<file path="config.mk">
export PLATFORM = sky130hd
export DESIGN_NAME = buzzer_melody_ctrl
export DESIGN_NICKNAME = d
export VERILOG_FILES = /design/src/buzzer_pkg.sv /design/src/buzzer_melody_ctrl.sv /design/src/tone_wave.sv
export SDC_FILE = /design/constraint.sdc
export NUM_CORES = 1
export LEC_CHECK = 0
export BUFFER_PORTS_ARGS = -buffer_cell sky130_fd_sc_hd__clkbuf_2
export CORE_MARGIN = 4
export CORE_UTILIZATION = 45
export DETAILED_ROUTE_END_ITERATION = 10
export HOLD_SLACK_MARGIN = 0.03
export SYNTH_ARGS = -nofsm -noshare
export SYNTH_HDL_FRONTEND = slang
export SYNTH_SLANG_ARGS = --single-unit
</file>
<file path="constraint.sdc">
create_clock -name ref_clk_in -period 3.7 [get_ports ref_clk_in]
set_clock_uncertainty 0.15 [all_clocks]
set_input_delay 0.74 -clock ref_clk_in [delete_from_list [all_inputs] [get_ports ref_clk_in]]
set_output_delay 0.74 -clock ref_clk_in [all_outputs]
set_load 0.02 [all_outputs]
</file>
<file path="src/buzzer_pkg.sv">
package buzzer_pkg;

    ////////////////////////////////////////////////////////////////////////////
    // Register offsets
    localparam logic [15:0] NOTE_A_DIV_LO_ADDR = 16'ha040;
    localparam logic [15:0] NOTE_A_DIV_HI_ADDR = 16'ha041;
    localparam logic [15:0] NOTE_A_LENGTH_ADDR = 16'ha042;
    localparam logic [15:0] NOTE_A_GAP_ADDR = 16'ha043;
    localparam logic [15:0] NOTE_B_DIV_LO_ADDR = 16'ha044;
    localparam logic [15:0] NOTE_B_DIV_HI_ADDR = 16'ha045;
    localparam logic [15:0] NOTE_B_LENGTH_ADDR = 16'ha046;
    localparam logic [15:0] NOTE_B_GAP_ADDR = 16'ha047;
    localparam logic [15:0] BUZZER_CONFIG_ADDR = 16'ha048;
    localparam logic [15:0] SUPPLY_WINDOW_ADDR = 16'ha049;
    localparam logic [15:0] TIME_STEP_ADDR = 16'ha04a;
    localparam logic [15:0] IRQ_STATUS_ADDR = 16'ha04b;
    localparam logic [15:0] IRQ_MASK_ADDR = 16'ha04c;
    localparam logic [15:0] MELODY_MODE_ADDR = 16'ha04d;

    ////////////////////////////////////////////////////////////////////////////
    // Field positions
    localparam int CFG_ENABLE_BIT = 7;
    localparam int CFG_POLARITY_BIT = 6;
    localparam int CFG_IEN_B_BIT = 5;
    localparam int CFG_IEN_A_BIT = 4;
    localparam int CFG_FLAG_B_BIT = 3;
    localparam int CFG_FLAG_A_BIT = 2;
    localparam int CFG_GO_B_BIT = 1;
    localparam int CFG_GO_A_BIT = 0;
    localparam int TS_SEL_LSB = 6;
    localparam int TS_BASE_BIT = 4;
    localparam int TS_IEN_BIT = 1;
    localparam int TS_FLAG_BIT = 0;
    localparam int IRQ_A_BIT = 0;
    localparam int IRQ_B_BIT = 1;
    localparam int IRQ_POW_BIT = 2;
    localparam int MODE_PINGPONG_BIT = 0;

    ////////////////////////////////////////////////////////////////////////////
    // Reset values and timing
    localparam logic [7:0] REG_RESET = 8'h00;
    localparam int CLK_PERIOD_NS = 5;
    localparam int STEP_UNIT_NS = 1000000;
    localparam int STEP_UNIT_CYCLES = STEP_UNIT_NS / CLK_PERIOD_NS;
    localparam int TONE_BASE_DIV_LOW = 32;
    localparam int TONE_BASE_DIV_HIGH = 64;

    ////////////////////////////////////////////////////////////////////////////
    // Types
    typedef enum logic [1:0] {ST_IDLE, ST_TONE, ST_GAP} seq_state_t;

    typedef struct packed {
        logic [15:0] addr;
        logic [7:0] wdata;
        logic wr;
        logic rd;
    } bus_req_t;

endpackage

</file>
<file path="src/buzzer_melody_ctrl.sv">
`timescale 1ns/1ps
module buzzer_melody_ctrl #(
    parameter int STEP_CYCLES = buzzer_pkg::STEP_UNIT_CYCLES
) (
    // Clock and reset
    input wire logic ref_clk_in,
    input wire logic srst_in,
    // Register port
    input wire buzzer_pkg::bus_req_t bus_in,
    output logic [7:0] rdata_out,
    // Buzzer side
    output logic buzzer_pin_out,
    output logic supply_window_out,
    // Interrupt
    output logic irq_out
);

    localparam int MS_W = $clog2(STEP_CYCLES + 1);

    if (STEP_CYCLES < 2) begin : g_chk
        $error("buzzer_melody_ctrl: STEP_CYCLES too small");
    end

    function automatic logic wr_hit(input buzzer_pkg::bus_req_t b, input logic [15:0] a);
        return b.wr && b.addr == a;
    endfunction

    logic [11:0] div_a, div_b;
    logic [7:0] len_a, len_b, gap_a, gap_b, pow_count, seq_cnt, pow_cnt, wd;
    logic [2:0] irq_status, irq_mask, irq_events, sub_cnt;
    logic [1:0] step_sel;
    logic [MS_W-1:0] ms_cnt;
    buzzer_pkg::seq_state_t state;
    logic enable, polarity, ien_a, ien_b, flag_a, flag_b, go_a, go_b, base_sel, pow_ien, pow_flag, ping_pong;
    logic cur_b, pow_run, ms_tick, step_tick, wave, cfg_wr, en_eff, start_a, start_b, note_done, pow_expire;

    assign wd = bus_in.wdata;
    assign cfg_wr = wr_hit(bus_in, buzzer_pkg::BUZZER_CONFIG_ADDR);
    // Enable written in the same cycle as a go bit counts at once
    assign en_eff = cfg_wr ? wd[buzzer_pkg::CFG_ENABLE_BIT] : enable;
    assign start_a = cfg_wr && wd[buzzer_pkg::CFG_GO_A_BIT] && en_eff;
    assign start_b = cfg_wr && wd[buzzer_pkg::CFG_GO_B_BIT] && en_eff;
    assign note_done = state == buzzer_pkg::ST_GAP && seq_cnt == 8'h00;
    assign pow_expire = pow_run && pow_cnt == 8'h00;

    ////////////////////////////////////////////////////////////////////////////
    // Plain storage registers
    always_ff @(posedge ref_clk_in) begin
        if (srst_in) begin
            div_a <= 12'h000;
            div_b <= 12'h000;
            len_a <= buzzer_pkg::REG_RESET;
            len_b <= buzzer_pkg::REG_RESET;
            gap_a <= buzzer_pkg::REG_RESET;
            gap_b <= buzzer_pkg::REG_RESET;
            pow_count <= buzzer_pkg::REG_RESET;
            enable <= 1'b0;
            polarity <= 1'b0;
            ien_a <= 1'b0;
            ien_b <= 1'b0;
            step_sel <= 2'h0;
            base_sel <= 1'b0;
            pow_ien <= 1'b0;
            irq_mask <= 3'h0;
            ping_pong <= 1'b0;
        end else begin
            if (wr_hit(bus_in, buzzer_pkg::NOTE_A_DIV_LO_ADDR)) div_a[7:0] <= wd;
            if (wr_hit(bus_in, buzzer_pkg::NOTE_A_DIV_HI_ADDR)) div_a[11:8] <= wd[3:0];
            if (wr_hit(bus_in, buzzer_pkg::NOTE_A_LENGTH_ADDR)) len_a <= wd;
            if (wr_hit(bus_in, buzzer_pkg::NOTE_A_GAP_ADDR)) gap_a <= wd;
            if (wr_hit(bus_in, buzzer_pkg::NOTE_B_DIV_LO_ADDR)) div_b[7:0] <= wd;
            if (wr_hit(bus_in, buzzer_pkg::NOTE_B_DIV_HI_ADDR)) div_b[11:8] <= wd[3:0];
            if (wr_hit(bus_in, buzzer_pkg::NOTE_B_LENGTH_ADDR)) len_b <= wd;
            if (wr_hit(bus_in, buzzer_pkg::NOTE_B_GAP_ADDR)) gap_b <= wd;
            if (wr_hit(bus_in, buzzer_pkg::SUPPLY_WINDOW_ADDR)) pow_count <= wd;
            if (cfg_wr) begin
                enable <= wd[buzzer_pkg::CFG_ENABLE_BIT];
                polarity <= wd[buzzer_pkg::CFG_POLARITY_BIT];
                ien_b <= wd[buzzer_pkg::CFG_IEN_B_BIT];
                ien_a <= wd[buzzer_pkg::CFG_IEN_A_BIT];
            end
            if (wr_hit(bus_in, buzzer_pkg::TIME_STEP_ADDR)) begin
                step_sel <= wd[buzzer_pkg::TS_SEL_LSB +: 2];
                base_sel <= wd[buzzer_pkg::TS_BASE_BIT];
                pow_ien <= wd[buzzer_pkg::TS_IEN_BIT];
            end
            if (wr_hit(bus_in, buzzer_pkg::IRQ_MASK_ADDR)) irq_mask <= wd[2:0];
            if (wr_hit(bus_in, buzzer_pkg::MELODY_MODE_ADDR)) ping_pong <= wd[buzzer_pkg::MODE_PINGPONG_BIT];
        end
    end

    ////////////////////////////////////////////////////////////////////////////
    // Time step: millisecond ticks, then a 1/2/4/8 divider
    always_ff @(posedge ref_clk_in) begin
        if (srst_in || !enable) begin
            ms_cnt <= '0;
            sub_cnt <= 3'h0;
        end else if (ms_tick) begin
            ms_cnt <= '0;
            sub_cnt <= sub_cnt + 1'b1;
        end else begin
            ms_cnt <= ms_cnt + 1'b1;
        end
    end

    assign ms_tick = ms_cnt == MS_W'(STEP_CYCLES - 1);
    // Free running, so the first step of a note may be short by up to one step
    assign step_tick = ms_tick && ((sub_cnt & ((3'h1 << step_sel) - 3'h1)) == ((3'h1 << step_sel) - 3'h1));

    ////////////////////////////////////////////////////////////////////////////
    // Go bits; set beats the self clear
    always_ff @(posedge ref_clk_in) begin
        if (srst_in || !en_eff) begin
            go_a <= 1'b0;
            go_b <= 1'b0;
        end else begin
            if (start_a || (note_done && cur_b && ping_pong)) begin
                go_a <= 1'b1;
            end else if (note_done && !cur_b) begin
                go_a <= 1'b0;
            end
            if (start_b || (note_done && !cur_b && ping_pong)) begin
                go_b <= 1'b1;
            end else if (note_done && cur_b) begin
                go_b <= 1'b0;
            end
        end
    end

    ////////////////////////////////////////////////////////////////////////////
    // Note sequencer
    always_ff @(posedge ref_clk_in) begin
        if (srst_in || !enable) begin
            state <= buzzer_pkg::ST_IDLE;
            cur_b <= 1'b0;
            seq_cnt <= 8'h00;
        end else begin
            unique case (state)
                buzzer_pkg::ST_IDLE: begin
                    if (go_a) begin
                        cur_b <= 1'b0;
                        seq_cnt <= len_a;
                        state <= buzzer_pkg::ST_TONE;
                    end else if (go_b) begin
                        cur_b <= 1'b1;
                        seq_cnt <= len_b;
                        state <= buzzer_pkg::ST_TONE;
                    end
                end
                buzzer_pkg::ST_TONE: begin
                    if (seq_cnt == 8'h00) begin
                        seq_cnt <= cur_b ? gap_b : gap_a;
                        state <= buzzer_pkg::ST_GAP;
                    end else if (step_tick) begin
                        seq_cnt <= seq_cnt - 1'b1;
                    end
                end
                buzzer_pkg::ST_GAP: begin
                    if (seq_cnt == 8'h00) begin
                        state <= buzzer_pkg::ST_IDLE;
                    end else if (step_tick) begin
                        seq_cnt <= seq_cnt - 1'b1;
                    end
                end
            endcase
        end
    end

    tone_wave #(.DIV_W(12)) u_tone (
        .ref_clk_in(ref_clk_in),
        .srst_in(srst_in),
        .run_in(enable && state == buzzer_pkg::ST_TONE),
        .base_sel_in(base_sel),
        .divider_in(cur_b ? div_b : div_a),
        .wave_out(wave)
    );

    // Idle wave is 0, so the pin rests at the polarity level
    always_ff @(posedge ref_clk_in) begin
        if (srst_in) begin
            buzzer_pin_out <= 1'b0;
        end else begin
            buzzer_pin_out <= (wave && enable && state == buzzer_pkg::ST_TONE) ^ polarity;
        end
    end

    ////////////////////////////////////////////////////////////////////////////
    // Supply-window timer, also drives the external supply switch
    always_ff @(posedge ref_clk_in) begin
        if (srst_in || !en_eff) begin
            pow_run <= 1'b0;
            pow_cnt <= 8'h00;
        end else if (start_a || start_b) begin
            pow_run <= 1'b1;
            pow_cnt <= pow_count;
        end else if (pow_expire) begin
            pow_run <= 1'b0;
        end else if (pow_run && step_tick) begin
            pow_cnt <= pow_cnt - 1'b1;
        end
    end

    assign supply_window_out = pow_run;

    ////////////////////////////////////////////////////////////////////////////
    // Sticky flags: hardware set wins over a software clear
    always_ff @(posedge ref_clk_in) begin
        if (srst_in) begin
            flag_a <= 1'b0;
            flag_b <= 1'b0;
            pow_flag <= 1'b0;
        end else begin
            if (note_done && !cur_b && ien_a) begin
                flag_a <= 1'b1;
            end else if (cfg_wr && !wd[buzzer_pkg::CFG_FLAG_A_BIT]) begin
                flag_a <= 1'b0;
            end
            if (note_done && cur_b && ien_b) begin
                flag_b <= 1'b1;
            end else if (cfg_wr && !wd[buzzer_pkg::CFG_FLAG_B_BIT]) begin
                flag_b <= 1'b0;
            end
            if (pow_expire) begin
                pow_flag <= 1'b1;
            end else if (wr_hit(bus_in, buzzer_pkg::TIME_STEP_ADDR) && !wd[buzzer_pkg::TS_FLAG_BIT]) begin
                pow_flag <= 1'b0;
            end
        end
    end

    assign irq_events = {pow_expire, note_done && cur_b && ien_b, note_done && !cur_b && ien_a};

    always_ff @(posedge ref_clk_in) begin
        if (srst_in) begin
            irq_status <= 3'h0;
        end else if (wr_hit(bus_in, buzzer_pkg::IRQ_STATUS_ADDR)) begin
            irq_status <= (irq_status & ~wd[2:0]) | irq_events;
        end else begin
            irq_status <= irq_status | irq_events;
        end
    end

    // Supply-window source passes only with its own enable
    assign irq_out = |(irq_status & irq_mask & {pow_ien, 2'b11});

    ////////////////////////////////////////////////////////////////////////////
    // Read port
    always_ff @(posedge ref_clk_in) begin
        if (srst_in || !bus_in.rd) begin
            rdata_out <= 8'h00;
        end else begin
            case (bus_in.addr)
                buzzer_pkg::NOTE_A_DIV_LO_ADDR: rdata_out <= div_a[7:0];
                buzzer_pkg::NOTE_A_DIV_HI_ADDR: rdata_out <= {4'h0, div_a[11:8]};
                buzzer_pkg::NOTE_A_LENGTH_ADDR: rdata_out <= len_a;
                buzzer_pkg::NOTE_A_GAP_ADDR: rdata_out <= gap_a;
                buzzer_pkg::NOTE_B_DIV_LO_ADDR: rdata_out <= div_b[7:0];
                buzzer_pkg::NOTE_B_DIV_HI_ADDR: rdata_out <= {4'h0, div_b[11:8]};
                buzzer_pkg::NOTE_B_LENGTH_ADDR: rdata_out <= len_b;
                buzzer_pkg::NOTE_B_GAP_ADDR: rdata_out <= gap_b;
                buzzer_pkg::BUZZER_CONFIG_ADDR: begin
                    rdata_out <= {enable, polarity, ien_b, ien_a, flag_b, flag_a,
                                  state != buzzer_pkg::ST_IDLE && cur_b,
                                  state != buzzer_pkg::ST_IDLE && !cur_b};
                end
                buzzer_pkg::SUPPLY_WINDOW_ADDR: rdata_out <= pow_count;
                buzzer_pkg::TIME_STEP_ADDR: rdata_out <= {step_sel, 1'b0, base_sel, 2'h0, pow_ien, pow_flag};
                buzzer_pkg::IRQ_STATUS_ADDR: rdata_out <= {5'h00, irq_status};
                buzzer_pkg::IRQ_MASK_ADDR: rdata_out <= {5'h00, irq_mask};
                buzzer_pkg::MELODY_MODE_ADDR: rdata_out <= {7'h00, ping_pong};
                default: rdata_out <= 8'h00;
            endcase
        end
    end
endmodule

</file>
<file path="src/tone_wave.sv">
`timescale 1ns/1ps
module tone_wave #(
    parameter int DIV_W = 12
) (
    // Clock and reset
    input wire logic ref_clk_in,
    input wire logic srst_in,
    // Control
    input wire logic run_in,
    input wire logic base_sel_in,
    input wire logic [DIV_W-1:0] divider_in,
    // Square wave
    output logic wave_out
);

    localparam int PRE_W = $clog2(buzzer_pkg::TONE_BASE_DIV_HIGH);
    // Half periods, since the wave toggles twice per tone period
    localparam logic [PRE_W-1:0] PRE_LOW_END = PRE_W'(buzzer_pkg::TONE_BASE_DIV_LOW / 2 - 1);
    localparam logic [PRE_W-1:0] PRE_HIGH_END = PRE_W'(buzzer_pkg::TONE_BASE_DIV_HIGH / 2 - 1);

    if (DIV_W < 1 || DIV_W > 16) begin : g_chk
        $error("tone_wave: DIV_W out of range");
    end

    logic [PRE_W-1:0] pre_cnt;
    logic [DIV_W-1:0] div_cnt;
    logic pre_end;

    // Compare with >= so a base change mid-tone cannot run the prescaler past its end
    assign pre_end = pre_cnt >= (base_sel_in ? PRE_HIGH_END : PRE_LOW_END);

    ////////////////////////////////////////////////////////////////////////////
    always_ff @(posedge ref_clk_in) begin
        if (srst_in || !run_in) begin
            pre_cnt <= '0;
            div_cnt <= '0;
            wave_out <= 1'b0;
        end else if (pre_end) begin
            pre_cnt <= '0;
            if (div_cnt == divider_in) begin
                div_cnt <= '0;
                wave_out <= !wave_out;
            end else begin
                div_cnt <= div_cnt + 1'b1;
            end
        end else begin
            pre_cnt <= pre_cnt + 1'b1;
        end
    end
endmodule

</file>
Word-level counts from Yosys, hierarchy flattened. Index checks and enable logic that the tools add are counted.

Bitwise logic cells: 8. Reduce and logical (&&, ||, !) cells: 72. Div/mod/pow operators: 0. $add $sub $neg: 7. Equality and inequality tests: 24. Shifts and indexed selects: 1. Multiply operators: 0. Magnitude comparators: 1. Mux-type cells: 35.

Operator list (count): $eq A16 B16 Y1 const B (14); $pmux W8 S14 (1); $mux W8 (9); $logic_and A1 B1 Y1 (36); $mux W12 (2); $pmux W8 S3 (1); $add A18 B1 Y18 const B (1); $eq A18 B18 Y1 const B (1); $reduce_bool A2 Y1 (9); $logic_not A8 Y1 (2); $sub A8 B1 Y8 const B (2); $mux W1 (15); $add A12 B1 Y12 const B (1); $and A3 B3 Y3 (4); $eq A12 B12 Y1 (1); $logic_not A1 Y1 (9); $mux W2 (4); $reduce_and A2 Y1 (4); $logic_or A1 B1 Y1 (7); $add A6 B1 Y6 const B (1); $ge A6 B6 Y1 (1); $or A3 B3 Y3 (2); $pmux W2 S3 (1); $mux W5 (1); 16 further kinds (19).

Memories kept: 0. Bits in latches: 0. Bits in registers: 153. Bits of input ports: 28. Memory bits (writable): 0. ROM bits: 0.

Longest topological paths before layout. Gate-level depths: netlist (run 1).

Depth in word-level cells: 9. Depth in mapped cells: 9.

Cells and area by module. A second synthesis (run 1) with hierarchy kept.

Cell total of the unflattened synthesis: 946. Area, all modules: 7870.0 sq um.

By module, submodules not included: buzzer_melody_ctrl (times used 1, cells each 821, area an instance 6821.5 sq um, sequential area each 2682.6 sq um); tone_wave (times used 1, cells each 125, area an instance 1048.5 sq um, sequential area each 380.4 sq um).

Worst setup path before layout (run 1). OpenSTA, ideal clock, no wires.

Path type: in2reg. From: in bus_in[20] (netlist bit). To: reg div_a[0]. Required time: 3.422 ns. Path buffers: 0. Data arrival time: 2.324 ns. Setup time: 0.128 ns. Slack: 1.098 ns. Stages: 6. Cell sequence: nor4b_4 > nand4_1 > nor3_2 > nand2_1 > mux2i_1 > nor2_1.

Word-level cells in the longest chain between the ends: 2.

Ends and longest elaborated chain: start, declared (line buzzer_melody_ctrl.sv:9) `input wire buzzer_pkg::bus_req_t bus_in,`; $eq A16 B16 Y1 (line buzzer_melody_ctrl.sv:25) `return b.wr && b.addr == a;`; $logic_and A1 B1 Y1 (line buzzer_melody_ctrl.sv:25); end signal, assigned (line buzzer_melody_ctrl.sv:67) `if (wr_hit(bus_in, buzzer_pkg::NOTE_A_DIV_LO_ADDR)) div_a[7:0] <= wd;`; end, declared (line buzzer_melody_ctrl.sv:28) `logic [11:0] div_a, div_b;`.

Every way passes these cells. A chain may end at the register's enable or synchronous reset.

Final worst setup path (run 1).
From: reg cur_b. To: reg u_tone.div_cnt[4].

Word-level cells in the longest chain between the ends: 3.

Ends and longest elaborated chain: start, declared (line buzzer_melody_ctrl.sv:35) `logic cur_b, pow_run, ms_tick, step_tick, wave, cfg_wr, en_eff, start_a, start_b, note_done, pow_expire;`; start signal, assigned (line buzzer_melody_ctrl.sv:135) `cur_b <= 1'b0;`; start signal, assigned (line buzzer_melody_ctrl.sv:141) `cur_b <= 1'b0;`; start signal, assigned (line buzzer_melody_ctrl.sv:145) `cur_b <= 1'b1;`; $mux W12 (line buzzer_melody_ctrl.sv:174) `.divider_in(cur_b ? div_b : div_a),`; $eq A12 B12 Y1 (line tone_wave.sv:40) `if (div_cnt == divider_in) begin`; $mux W12 (line tone_wave.sv:40); end signal, assigned (line tone_wave.sv:44) `div_cnt <= div_cnt + 1'b1;`; end, declared (line tone_wave.sv:26) `logic [DIV_W-1:0] div_cnt;`.

Every way passes these cells.

==> results.md, run 1 <==
### Finish
* most common cell after layout, fill and taps aside: sky130_fd_sc_hd__dfxtp_1
* Final Instance Area: 8770 um^2
* top library cells by usage in the layout, fill and taps aside: sky130_fd_sc_hd__dfxtp_1, sky130_fd_sc_hd__nor2_1, sky130_fd_sc_hd__mux2i_1
* fraction of final layout cells with drive strength greater than 1: 11.3%
* filler instances: 1593
* Syn-to-layout area delta: 13.7%
* Total Nets Final: 970
* ANT cells: 0

### Floorplanning
* floorplan row count: 47
* die outline area: 19300 um^2
* height of the die: 139 um
* starting utilization of the core area: 46.2%
* core region area: 16700 um^2
* horizontal die dimension: 139 um
* top-level port count: 39

### STA
* final total negative setup slack: 0 ns
* worst slew slack as a fraction of its limit: 46.9%
* clock period minus worst slack: 2.72 ns
* number of hold-slack violations in the final timing report: 0
* post-route fraction of the period consumed by the critical path: 73.4%
* final number of max-transition violations: 0
* Final setup violation count: 0
* fmax: 0.368 GHz
* smallest hold slack: 0.312 ns
* slew at the pin closest to its max-slew limit: 0.795 ns
* setup repair after global routing missed its margin: false

### Global route
* initial antenna violation count: 0
* vias in the first global route: 6284
* first-pass GRT wire length: 35900 um
* maximum number of pins on one net before global-route repair: 53
* total routing resource utilization after global routing: 23.3%
* aggregate global routing overflow: 0

### Worst setup path
* Max Fanout on Critical Path: 13
* Critical Path Sink Type: flop
* worst setup path class: reg -> reg
* kind of cell adding the most delay to the critical path: simple AND/OR/NAND/NOR gates
* crit path launch: cur_b$_SDFFE_PP0P_
* launching point of the worst reg2reg path: cur_b$_SDFFE_PP0P_
* launching element type of the critical path: flop
* arrival time at the worst endpoint: 2.86 ns
* count of cells along the worst register-to-register path: 6
* worst path bufs/invs: 0
* series of cell instances along the critical path: mux2i_1, xnor2_1, nor4_1, nand4_1, nand2_1, nor2_1
* cell at the slowest stage of the critical path: sky130_fd_sc_hd__dfxtp_1
* required time worst endpoint: 3.84 ns
* maximum cell stage delay along the critical path: 0.83 ns
* worst reg2reg endpoint: u_tone.div_cnt[4]$_SDFFE_PP0P_
* slack of the worst reg-to-reg path: 0.98 ns

### Min path
* Hold Path Class: reg -> reg
* Hold Path Origin: u_tone.pre_cnt[0]$_SDFF_PP0_
* worst hold endpoint: u_tone.pre_cnt[0]$_SDFF_PP0_
* Cells on Worst Hold Path: 1

### Synth
* #FFs+latches synth: 153
* Synthesized Nets: 946
* area fraction in compound gates after synthesis: 13.2%
* Yosys top cell by area: sky130_fd_sc_hd__dfxtp_1
* share of synthesized area occupied by flip-flops and latches: 39.7%
* proportion of register bits with asynchronous set or reset after synthesis: 0%
* number of distinct library cells after synthesis: 65
* adder-cell share of the synthesized area: 1.79%
* instance count of the mapped netlist: 907
* Synth Area in XOR/XNOR: 6.13%
* yosys synthesis warning count: 0
* simple-gate area share of the yosys netlist: 24.4%
* count of flip-flops with a built-in enable after synthesis: 0
* Avg Cell Area, Syn: 8.50 um^2
* top area cells in the synthesized netlist: sky130_fd_sc_hd__dfxtp_1, sky130_fd_sc_hd__mux2i_1, sky130_fd_sc_hd__nor2_1, sky130_fd_sc_hd__a21oi_1, sky130_fd_sc_hd__nand3_1
* fraction of synthesized area in multiplexers: 11.4%
* post-synth design cell area: 7710 um^2
* predominant post-synthesis flop cell: sky130_fd_sc_hd__dfxtp_1
* area share of the leading cell type in the synthesized netlist: 39.7%
* dominant combinational cell family by area after synthesis: simple AND/OR/NAND/NOR gates

### Place
* Area after DPL: 8100 um^2
* I/O Buffers: 38
* HPWL Detailed: 16500 um
* last weighted congestion value of the routability-driven placer: 0.929

### Power
* power per cell area: 424 nW/um^2
* Leakage Power: 3.17 nW
* worst vdd ir: 0.301 mV

### Clocking
* TritonCTS Buffers: 17
* Post-CTS Setup Inserts: 0
* Root Buffer Master: sky130_fd_sc_hd__clkbuf_16
* clock-pin slew on the worst setup and hold paths: 0.06 ns
* Longest Clk Path Bufs: 2
* latest clock arrival within the worst-skew pair: 0.43 ns
* number of H-tree levels: 4
* Gates resized, CTS repair: 0
* cts hold-fix bufs: 0
* CTS tree: built
* number of clock sinks: 153

### Detailed routing
* average routed wire per standard cell: 19.5 um
* number of search-and-repair iterations in the first detailed-routing pass: 8
* number of nets with antenna violations after routing: 0
* total wire length after detailed routing: 22700 um
* via count: 6767
* vias per std cell: 5.81
* DRC violation count after routing: 0
* detailed router's first-iteration violation count: 722

### Status
* status: completed

### Run
* max-cap check violation count: 0

[synthesized netlist by cell type, drive strengths merged (14+ instances only)]
library cell    n
nand4          16
nor2          136
nand3          59
a211oi         15
mux2i          79
xnor2          26
nor3           19
dfxtp         153
a31oi          14
nand2          78
o21ai          30
xor2           28
a21oi          59
inv            16
clkbuf         39
[worst reg2reg max path, cell delays in order (launching register included)]
cell and delay [ns]:
sky130_fd_sc_hd__dfxtp_1 0.83, sky130_fd_sc_hd__mux2i_1 0.37, sky130_fd_sc_hd__xnor2_1 0.10, sky130_fd_sc_hd__nor4_1 0.42, sky130_fd_sc_hd__nand4_1 0.24, sky130_fd_sc_hd__nand2_1 0.38
sky130_fd_sc_hd__nor2_1 0.10
[per-layer routing]
layer	GRT usage (%)	up-vias	share of wire (%)
li1	-	3291	-
met4	6.64	0	1.7
met1	33.3	3187	46
met3	4.38	28	7.0
met2	36.0	261	45
met5	0	-	0
[metrics by stage]
stage	setup slack (ns)	power, mW	instances	utilization (%)
6_report	0.985	3.72	1164	52.5
5_1_grt	0.767	3.83	1164	52.5
4_1_cts	0.920	3.75	1164	52.5
3_5_place_dp	0.698	1.78	1132	48.5
3_3_place_gp	0.739	1.78	1132	48.5
2_1_floorplan	1.10	1.74	907	-
[cell families (layout without fill, tap and decap cells)]
kind of cell / Yosys count / in the layout
buffers and inverters: 65 / 102
adder cells (fa/ha/maj): 11 / 11
multiplexers: 85 / 85
AND/OR/NAND/NOR: 378 / 378
AO/OA/AOI/OAI: 161 / 161
XOR/XNOR: 54 / 54
flip-flops: 153 / 153
[registers in the layout (all words and copies together), names as in the netlist, 12 cells and up]
register / cells
div_a: 12
div_b: 12
ms_cnt: 18
u_tone.div_cnt: 12
[power breakdown]
group          total, mW  switching [mW]  internal (mW)
clock network       1.97           0.730           1.24
logic              0.103          0.0771         0.0259
registers           1.65      0.00000751           1.65
[cell type report]
cell class              instances  area [um^2]  area share (%)
clock buffers                  19          453            5.16
flip-flops and latches        153         3060            34.9
inverters                      16         60.1           0.685
multi-input cells             689         4390            50.1
repair buffers                 54          310            3.54
clock inverters                13          216            2.47
well taps                     220          275            3.14
[how the worst max path moves through the flow]
| stage | end | cells past startpoint |
|---|---|---|
| 4_1_cts | u_tone.div_cnt[4]$_SDFFE_PP0P_ | 6 |
| 2_1_floorplan | div_a[0]$_SDFFE_PP0P_ | 6 |
| 5_1_grt | seq_cnt[1]$_SDFFE_PP0P_ | 8 |
| 3_5_place_dp | rdata_out[3]$_SDFF_PP0_ | 7 |
| 6_report | u_tone.div_cnt[4]$_SDFFE_PP0P_ | 6 |
| 3_3_place_gp | gap_b[1]$_SDFFE_PP0P_ | 7 |
(Power assumes the default switching activity.)
==> run 2: changes to the inputs <==
==> constraint.sdc (replaced) <==
create_clock -name ref_clk_in -period 2.6 [get_ports ref_clk_in]
set_clock_uncertainty 0.15 [all_clocks]
set_input_delay 0.52 -clock ref_clk_in [delete_from_list [all_inputs] [get_ports ref_clk_in]]
set_output_delay 0.52 -clock ref_clk_in [all_outputs]
set_load 0.02 [all_outputs]
==> run 2 against run 1 <==
- clock power rose by 25%
- routed wire length is 0.93% higher
- register-to-register slack worse by 0.87 ns
- core utilization increased by 1.0 points
- die area is the same
- via count rose by 2.3%
- combinational power up 53%
- cell count increased by 2.6%
- critical path depth increased by 1
- count of clock-buffer cells in the layout is 2 lower
- largest cell class unchanged
- largest power group unchanged
- highest routed layer unchanged
==> results.md, run 2 (synthesized netlist as in run 1, its figures left out) <==
### Power
* power per cell area: 556 nW/um^2, +31%
* Tot Pwr: 4.97 mW, +34%
* worst vdd ir: 0.463 mV, +54%
* Leakage Power: 3.29 nW, +3.9%

### Place
* I/O Buffers: 38, unchanged
* count of placed standard cells including taps: 1161, +2.6%
* last weighted congestion value of the routability-driven placer: 0.969, +4.3%
* Area after DPL: 8340 um^2, +3.0%
* pre-CTS setup slack: 0.0180 ns, -0.680 ns
* HPWL Detailed: 16700 um, +1.7%

### Clocking
* clock-pin slew on the worst setup and hold paths: 0.07 ns, about the same
* latest clock arrival within the worst-skew pair: 0.43 ns, about the same
* cts hold-fix bufs: 0, unchanged
* Longest Clk Path Bufs: 2, unchanged
* TritonCTS Buffers: 17, unchanged
* Root Buffer Master: sky130_fd_sc_hd__clkbuf_16
* number of clock sinks: 153, unchanged
* number of H-tree levels: 4, unchanged
* CTS tree: built

### Global route
* maximum number of pins on one net before global-route repair: 33, -38%
* first-pass GRT wire length: 36300 um, +1.1%
* total routing resource utilization after global routing: 23.7%, +0.44 points
* initial antenna violation count: 0, unchanged
* aggregate global routing overflow: 0, unchanged
* vias in the first global route: 6400, +1.8%

### Worst setup path
* Max Fanout on Critical Path: 6, -7
* cell at the slowest stage of the critical path: sky130_fd_sc_hd__or4_1
* count of cells along the worst register-to-register path: 7, +1
* maximum cell stage delay along the critical path: 0.63 ns, -0.20 ns
* worst reg2reg endpoint: seq_cnt[7]$_SDFFE_PP0P_
* launching point of the worst reg2reg path: ms_cnt[0]$_SDFF_PP0_
* kind of cell adding the most delay to the critical path: simple AND/OR/NAND/NOR gates
* series of cell instances along the critical path: ha_1, and2_1, nand2_1, or4_1, or3_1, a21oi_1, o31a_1
* worst path bufs/invs: 0, unchanged
* arrival time at the worst endpoint: 2.70 ns, -0.16 ns
* Critical Path Sink Type: flop
* required time worst endpoint: 2.81 ns, -1.03 ns
* logic depth of the worst setup path including buffers: 7, +1
* worst setup path class: reg -> reg
* launching element type of the critical path: flop
* crit path launch: ms_cnt[0]$_SDFF_PP0_
* slack of the worst reg-to-reg path: 0.11 ns, -0.87 ns
* crit path capture: seq_cnt[7]$_SDFFE_PP0P_

### STA
* slew at the pin closest to its max-slew limit: 0.692 ns, -0.103 ns
* fmax: 0.402 GHz, +9.1%
* final number of max-transition violations: 0, unchanged
* Final setup violation count: 0, unchanged
* number of hold-slack violations in the final timing report: 0, unchanged
* clock period minus worst slack: 2.49 ns, -0.227 ns
* Worst Slack Setup Final: 0.111 ns, -0.873 ns
* post-route fraction of the period consumed by the critical path: 95.7%, +22 points
* smallest hold slack: 0.279 ns, -0.0333 ns
* final total negative setup slack: 0 ns, unchanged
* worst slew slack as a fraction of its limit: 53.7%, +6.8 points

### Min path
* Hold Path Class: in -> reg

### Finish
* Final Instance Area: 8940 um^2, +2.0%
* Largest register FFs: 18, unchanged
* final standard cell count with taps included and fillers excluded: 1194, +2.6%
* top library cells by usage in the layout, fill and taps aside: sky130_fd_sc_hd__dfxtp_1, sky130_fd_sc_hd__nor2_1, sky130_fd_sc_hd__mux2i_1
* fraction of final layout cells with drive strength greater than 1: 14.4%, +3.0 points
* post-layout util: 53.5%, +1.0 points
* register with the most flip-flops: ms_cnt
* ANT cells: 0, unchanged
* most common cell after layout, fill and taps aside: sky130_fd_sc_hd__dfxtp_1
* Total Nets Final: 1000, +3.1%
* Syn-to-layout area delta: 16.0%

### Detailed routing
* vias per std cell: 5.80, -0.24%
* detailed router's first-iteration violation count: 501, -31%
* total wire length after detailed routing: 22900 um, +0.93%
* via count: 6925, +2.3%
* number of search-and-repair iterations in the first detailed-routing pass: 5, -3
* number of nets with antenna violations after routing: 0, unchanged
* average routed wire per standard cell: 19.2 um, -1.6%
* DRC violation count after routing: 0, unchanged

### Floorplanning
* floorplan row count: 47, unchanged
* height of the die: 139 um, unchanged
* die outline area: 19300 um^2, unchanged
* starting utilization of the core area: 46.2%, unchanged
* top-level port count: 39, unchanged
* core region area: 16700 um^2, unchanged
* horizontal die dimension: 139 um, unchanged

### Status
* status: completed

### Run
* max-cap check violation count: 0, unchanged

run 2: area by class of cell:
class | instances | area (um^2)
Timing Repair Buffer | 84 | 561
Inverter | 16 | 60.1
Clock inverter | 15 | 153
Clock buffer | 17 | 425
Sequential cell | 153 | 3060
Multi-Input combinational cell | 689 | 4410
Fill cell | 1603 | 7760
Tap cell | 220 | 275
run 2: worst min path at each step:
stage	from	end	depth (start not counted)
3_5_place_dp	u_tone.pre_cnt[0]$_SDFF_PP0_	u_tone.pre_cnt[0]$_SDFF_PP0_	1
2_1_floorplan	u_tone.pre_cnt[0]$_SDFF_PP0_	u_tone.pre_cnt[0]$_SDFF_PP0_	1
6_report	srst_in	step_sel[0]$_SDFFE_PP0N_	2
4_1_cts	srst_in	step_sel[0]$_SDFFE_PP0N_	2
5_1_grt	srst_in	step_sel[0]$_SDFFE_PP0N_	2
3_3_place_gp	u_tone.pre_cnt[0]$_SDFF_PP0_	u_tone.pre_cnt[0]$_SDFF_PP0_	1
run 2: layer usage:
layer | vias up | routed length (um) | GRT usage [%]
li1 | 3349 | - | -
met2 | 247 | 10600 | 36.6
met3 | 28 | 1420 | 4.59
met1 | 3301 | 10500 | 33.7
met4 | 0 | 378 | 7.16
met5 | - | 0 | 0
run 2: report_power, final:
part	internal [mW]	switching [mW]
Sequential	2.34	0.0000104
Clock	1.36	1.11
Combinational	0.0457	0.112
run 2: timing repair:
action                                 CTS  global route
endpoints found under the hold margin    0             0
setup endpoints to repair                0            17
gates resized for setup                  0             3
setup buffers                            0             1
==> run 3: changes to the inputs <==
--- a/config.mk
+++ b/config.mk
@@ -8,6 +8,7 @@
 export BUFFER_PORTS_ARGS = -buffer_cell sky130_fd_sc_hd__clkbuf_2
 export CORE_MARGIN = 4
 export CORE_UTILIZATION = 45
+export CTS_BUF_LIST = sky130_fd_sc_hd__clkbuf_2 sky130_fd_sc_hd__clkbuf_4 sky130_fd_sc_hd__clkbuf_8
 export DETAILED_ROUTE_END_ITERATION = 10
 export HOLD_SLACK_MARGIN = 0.03
 export SYNTH_ARGS = -nofsm -noshare
==> run 3 against run 2 <==
- first-iteration DRC count rose by 17%
- core utilization is 1.1 points lower
- final area is 2.1% lower
- critical endpoint unchanged
- largest power group is now registers
- highest routed layer unchanged
==> results.md, run 3 (synthesized netlist as in run 1, its figures left out) <==
### STA
* final number of max-transition violations: 0, unchanged
* worst slew slack as a fraction of its limit: 54.5%, +0.72 points
* number of hold-slack violations in the final timing report: 0, unchanged
* post-route fraction of the period consumed by the critical path: 95.0%, -0.73 points
* slew at the pin closest to its max-slew limit: 0.666 ns, -0.0266 ns
* Final setup violation count: 0, unchanged
* fmax: 0.405 GHz, +0.76%
* clock period minus worst slack: 2.47 ns, -0.0189 ns

### Global route
* first-pass GRT wire length: 36000 um, -0.89%
* aggregate global routing overflow: 0, unchanged
* total routing resource utilization after global routing: 23.6%, -0.14 points
* vias in the first global route: 6385, -0.23%
* maximum number of pins on one net before global-route repair: 33, unchanged
* initial antenna violation count: 0, unchanged

### Worst setup path
* Max Fanout on Critical Path: 6, unchanged
* worst setup path class: reg -> reg
* maximum cell stage delay along the critical path: 0.63 ns, about the same
* arrival time at the worst endpoint: 2.73 ns, +0.03 ns
* launching element type of the critical path: flop
* Critical Path Sink Type: flop
* required time worst endpoint: 2.86 ns, +0.05 ns
* series of cell instances along the critical path: ha_1, and2_1, nand2_1, or4_1, or3_1, a21oi_1, o31a_1
* cell at the slowest stage of the critical path: sky130_fd_sc_hd__or4_1

### Run
* max-cap check violation count: 0, unchanged

### Power
* power per cell area: 494 nW/um^2, -11%
* relative contribution of sequential cells to total power: 54.2%, +7.1 points
* Leakage Power: 3.20 nW, -2.7%
* worst vdd ir: 0.377 mV, -19%
* net switching power: 1.14 mW, -7.0%
* Internal Power: 3.18 mW, -15%
* Tot Pwr: 4.32 mW, -13%
* switching share of power: 26.3%, +1.7 points
* part of the total power dissipated in combinational logic: 3.7%, +0.5 points
* Clock Power Share: 42.2%, -7.5 points

### Detailed routing
* average routed wire per standard cell: 19.1 um, -0.66%
* number of search-and-repair iterations in the first detailed-routing pass: 5, unchanged
* total wire length after detailed routing: 22800 um, -0.66%
* vias per std cell: 5.73, -1.2%
* via count: 6844, -1.2%
* detailed router's first-iteration violation count: 586, +17%
* DRC violation count after routing: 0, unchanged
* number of nets with antenna violations after routing: 0, unchanged

### Floorplanning
* top-level port count: 39, unchanged
* core region area: 16700 um^2, unchanged
* horizontal die dimension: 139 um, unchanged
* starting utilization of the core area: 46.2%, unchanged
* height of the die: 139 um, unchanged
* floorplan row count: 47, unchanged
* die outline area: 19300 um^2, unchanged

### Place
* last weighted congestion value of the routability-driven placer: 0.969, unchanged
* count of placed standard cells including taps: 1161, unchanged
* I/O Buffers: 38, unchanged
* HPWL Detailed: 16700 um, unchanged

### Clocking
* cts hold-fix bufs: 0, unchanged
* number of clock sinks: 153, unchanged
* latest clock arrival within the worst-skew pair: 0.47 ns, +0.04 ns
* TritonCTS Buffers: 17, unchanged
* number of H-tree levels: 4, unchanged
* Root Buffer Master: sky130_fd_sc_hd__clkbuf_8
* Longest Clk Path Bufs: 2, unchanged
* CTS tree: built
* clock-pin slew on the worst setup and hold paths: 0.09 ns, +0.02 ns

### Finish
* final standard cell count with taps included and fillers excluded: 1194, unchanged
* Total Nets Final: 1000, unchanged
* Syn-to-layout area delta: 13.5%
* Largest register FFs: 18, unchanged
* top library cells by usage in the layout, fill and taps aside: sky130_fd_sc_hd__dfxtp_1, sky130_fd_sc_hd__nor2_1, sky130_fd_sc_hd__mux2i_1
* register with the most flip-flops: ms_cnt
* most common cell after layout, fill and taps aside: sky130_fd_sc_hd__dfxtp_1
* ANT cells: 0, unchanged
* fraction of final layout cells with drive strength greater than 1: 14.4%, unchanged

### Min path
* Hold Path Class: in -> reg

### Status
* status: completed

==> run 3: power groups by stage <==
stage / Clock [mW] / Sequential, mW / Combinational [mW]
after CTS: 1.86 / 2.34 / 0.154
final: 1.82 / 2.34 / 0.158
after floorplan: 0 / 2.40 / 0.0774
after global routing: 1.97 / 2.34 / 0.168
after detailed placement: 0 / 2.40 / 0.153
after global placement: 0 / 2.40 / 0.155
==> run 3: critical path: cells and delay by family, from the launching register on <==
| family | cells | cell delay [ns] |
|---|---|---|
| flip-flops | 1 | 0.38 |
| AO/OA/AOI/OAI | 2 | 0.30 |
| adder cells (fa/ha/maj) | 1 | 0.22 |
| AND/OR/NAND/NOR | 4 | 1.36 |
==> run 3: path summary, 6_finish.rpt <==
path | slack (ns) | startpoint | endpoint | depth (start not counted)
worst max register to register | 0.13 | ms_cnt[0]$_SDFF_PP0_ | seq_cnt[7]$_SDFFE_PP0P_ | 7
worst max-delay path | 0.13 | ms_cnt[0]$_SDFF_PP0_ | seq_cnt[7]$_SDFFE_PP0P_ | 7
worst min-delay path | 0.24 | srst_in | step_sel[0]$_SDFFE_PP0N_ | 2
worst min register to register | 0.30 | u_tone.pre_cnt[0]$_SDFF_PP0_ | u_tone.pre_cnt[0]$_SDFF_PP0_ | 1
==> run 3: timing repair <==
action | in CTS | in global routing
endpoints found under the setup margin | 0 | 17
setup buffers | 0 | 1
resized for setup | 0 | 3
==> run 3: layer usage <==
| metal | part of all wire, % | vias to the layer above | GRT usage [%] |
|---|---|---|---|
| met5 | 0 | - | 0 |
| met3 | 7.2 | 38 | 5.14 |
| met1 | 45 | 3216 | 32.9 |
| li1 | - | 3345 | - |
| met2 | 45 | 245 | 35.9 |
| met4 | 2.6 | 0 | 8.55 |
==> run 3: layout make-up <==
cell class	instances	area, um^2
fill	1626	7950
multi-input combinational	689	4410
sequential	153	3060
timing repair buffer	84	561
tap	220	275
clock buffer	17	234
clock inverter	15	153
inverter	16	60.1
==> run 3: stage by stage <==
| stage | setup slack [ns] | setup TNS (ns) | hold slack, ns | util (%) | instance area [um^2] |
|---|---|---|---|---|---|
| finish | 0.130 | 0 | 0.238 | 52.4 | 8750 |
| global placement | 0.00689 | 0 | 0.285 | 50.0 | 8340 |
| detailed placement | 0.0180 | 0 | 0.294 | 50.0 | 8340 |
| floorplan | 0.218 | 0 | 0.268 | - | 7710 |
| global route | -0.0172 | -0.0172 | 0.231 | 52.4 | 8750 |
| CTS | 0.110 | 0 | 0.232 | 52.3 | 8730 |
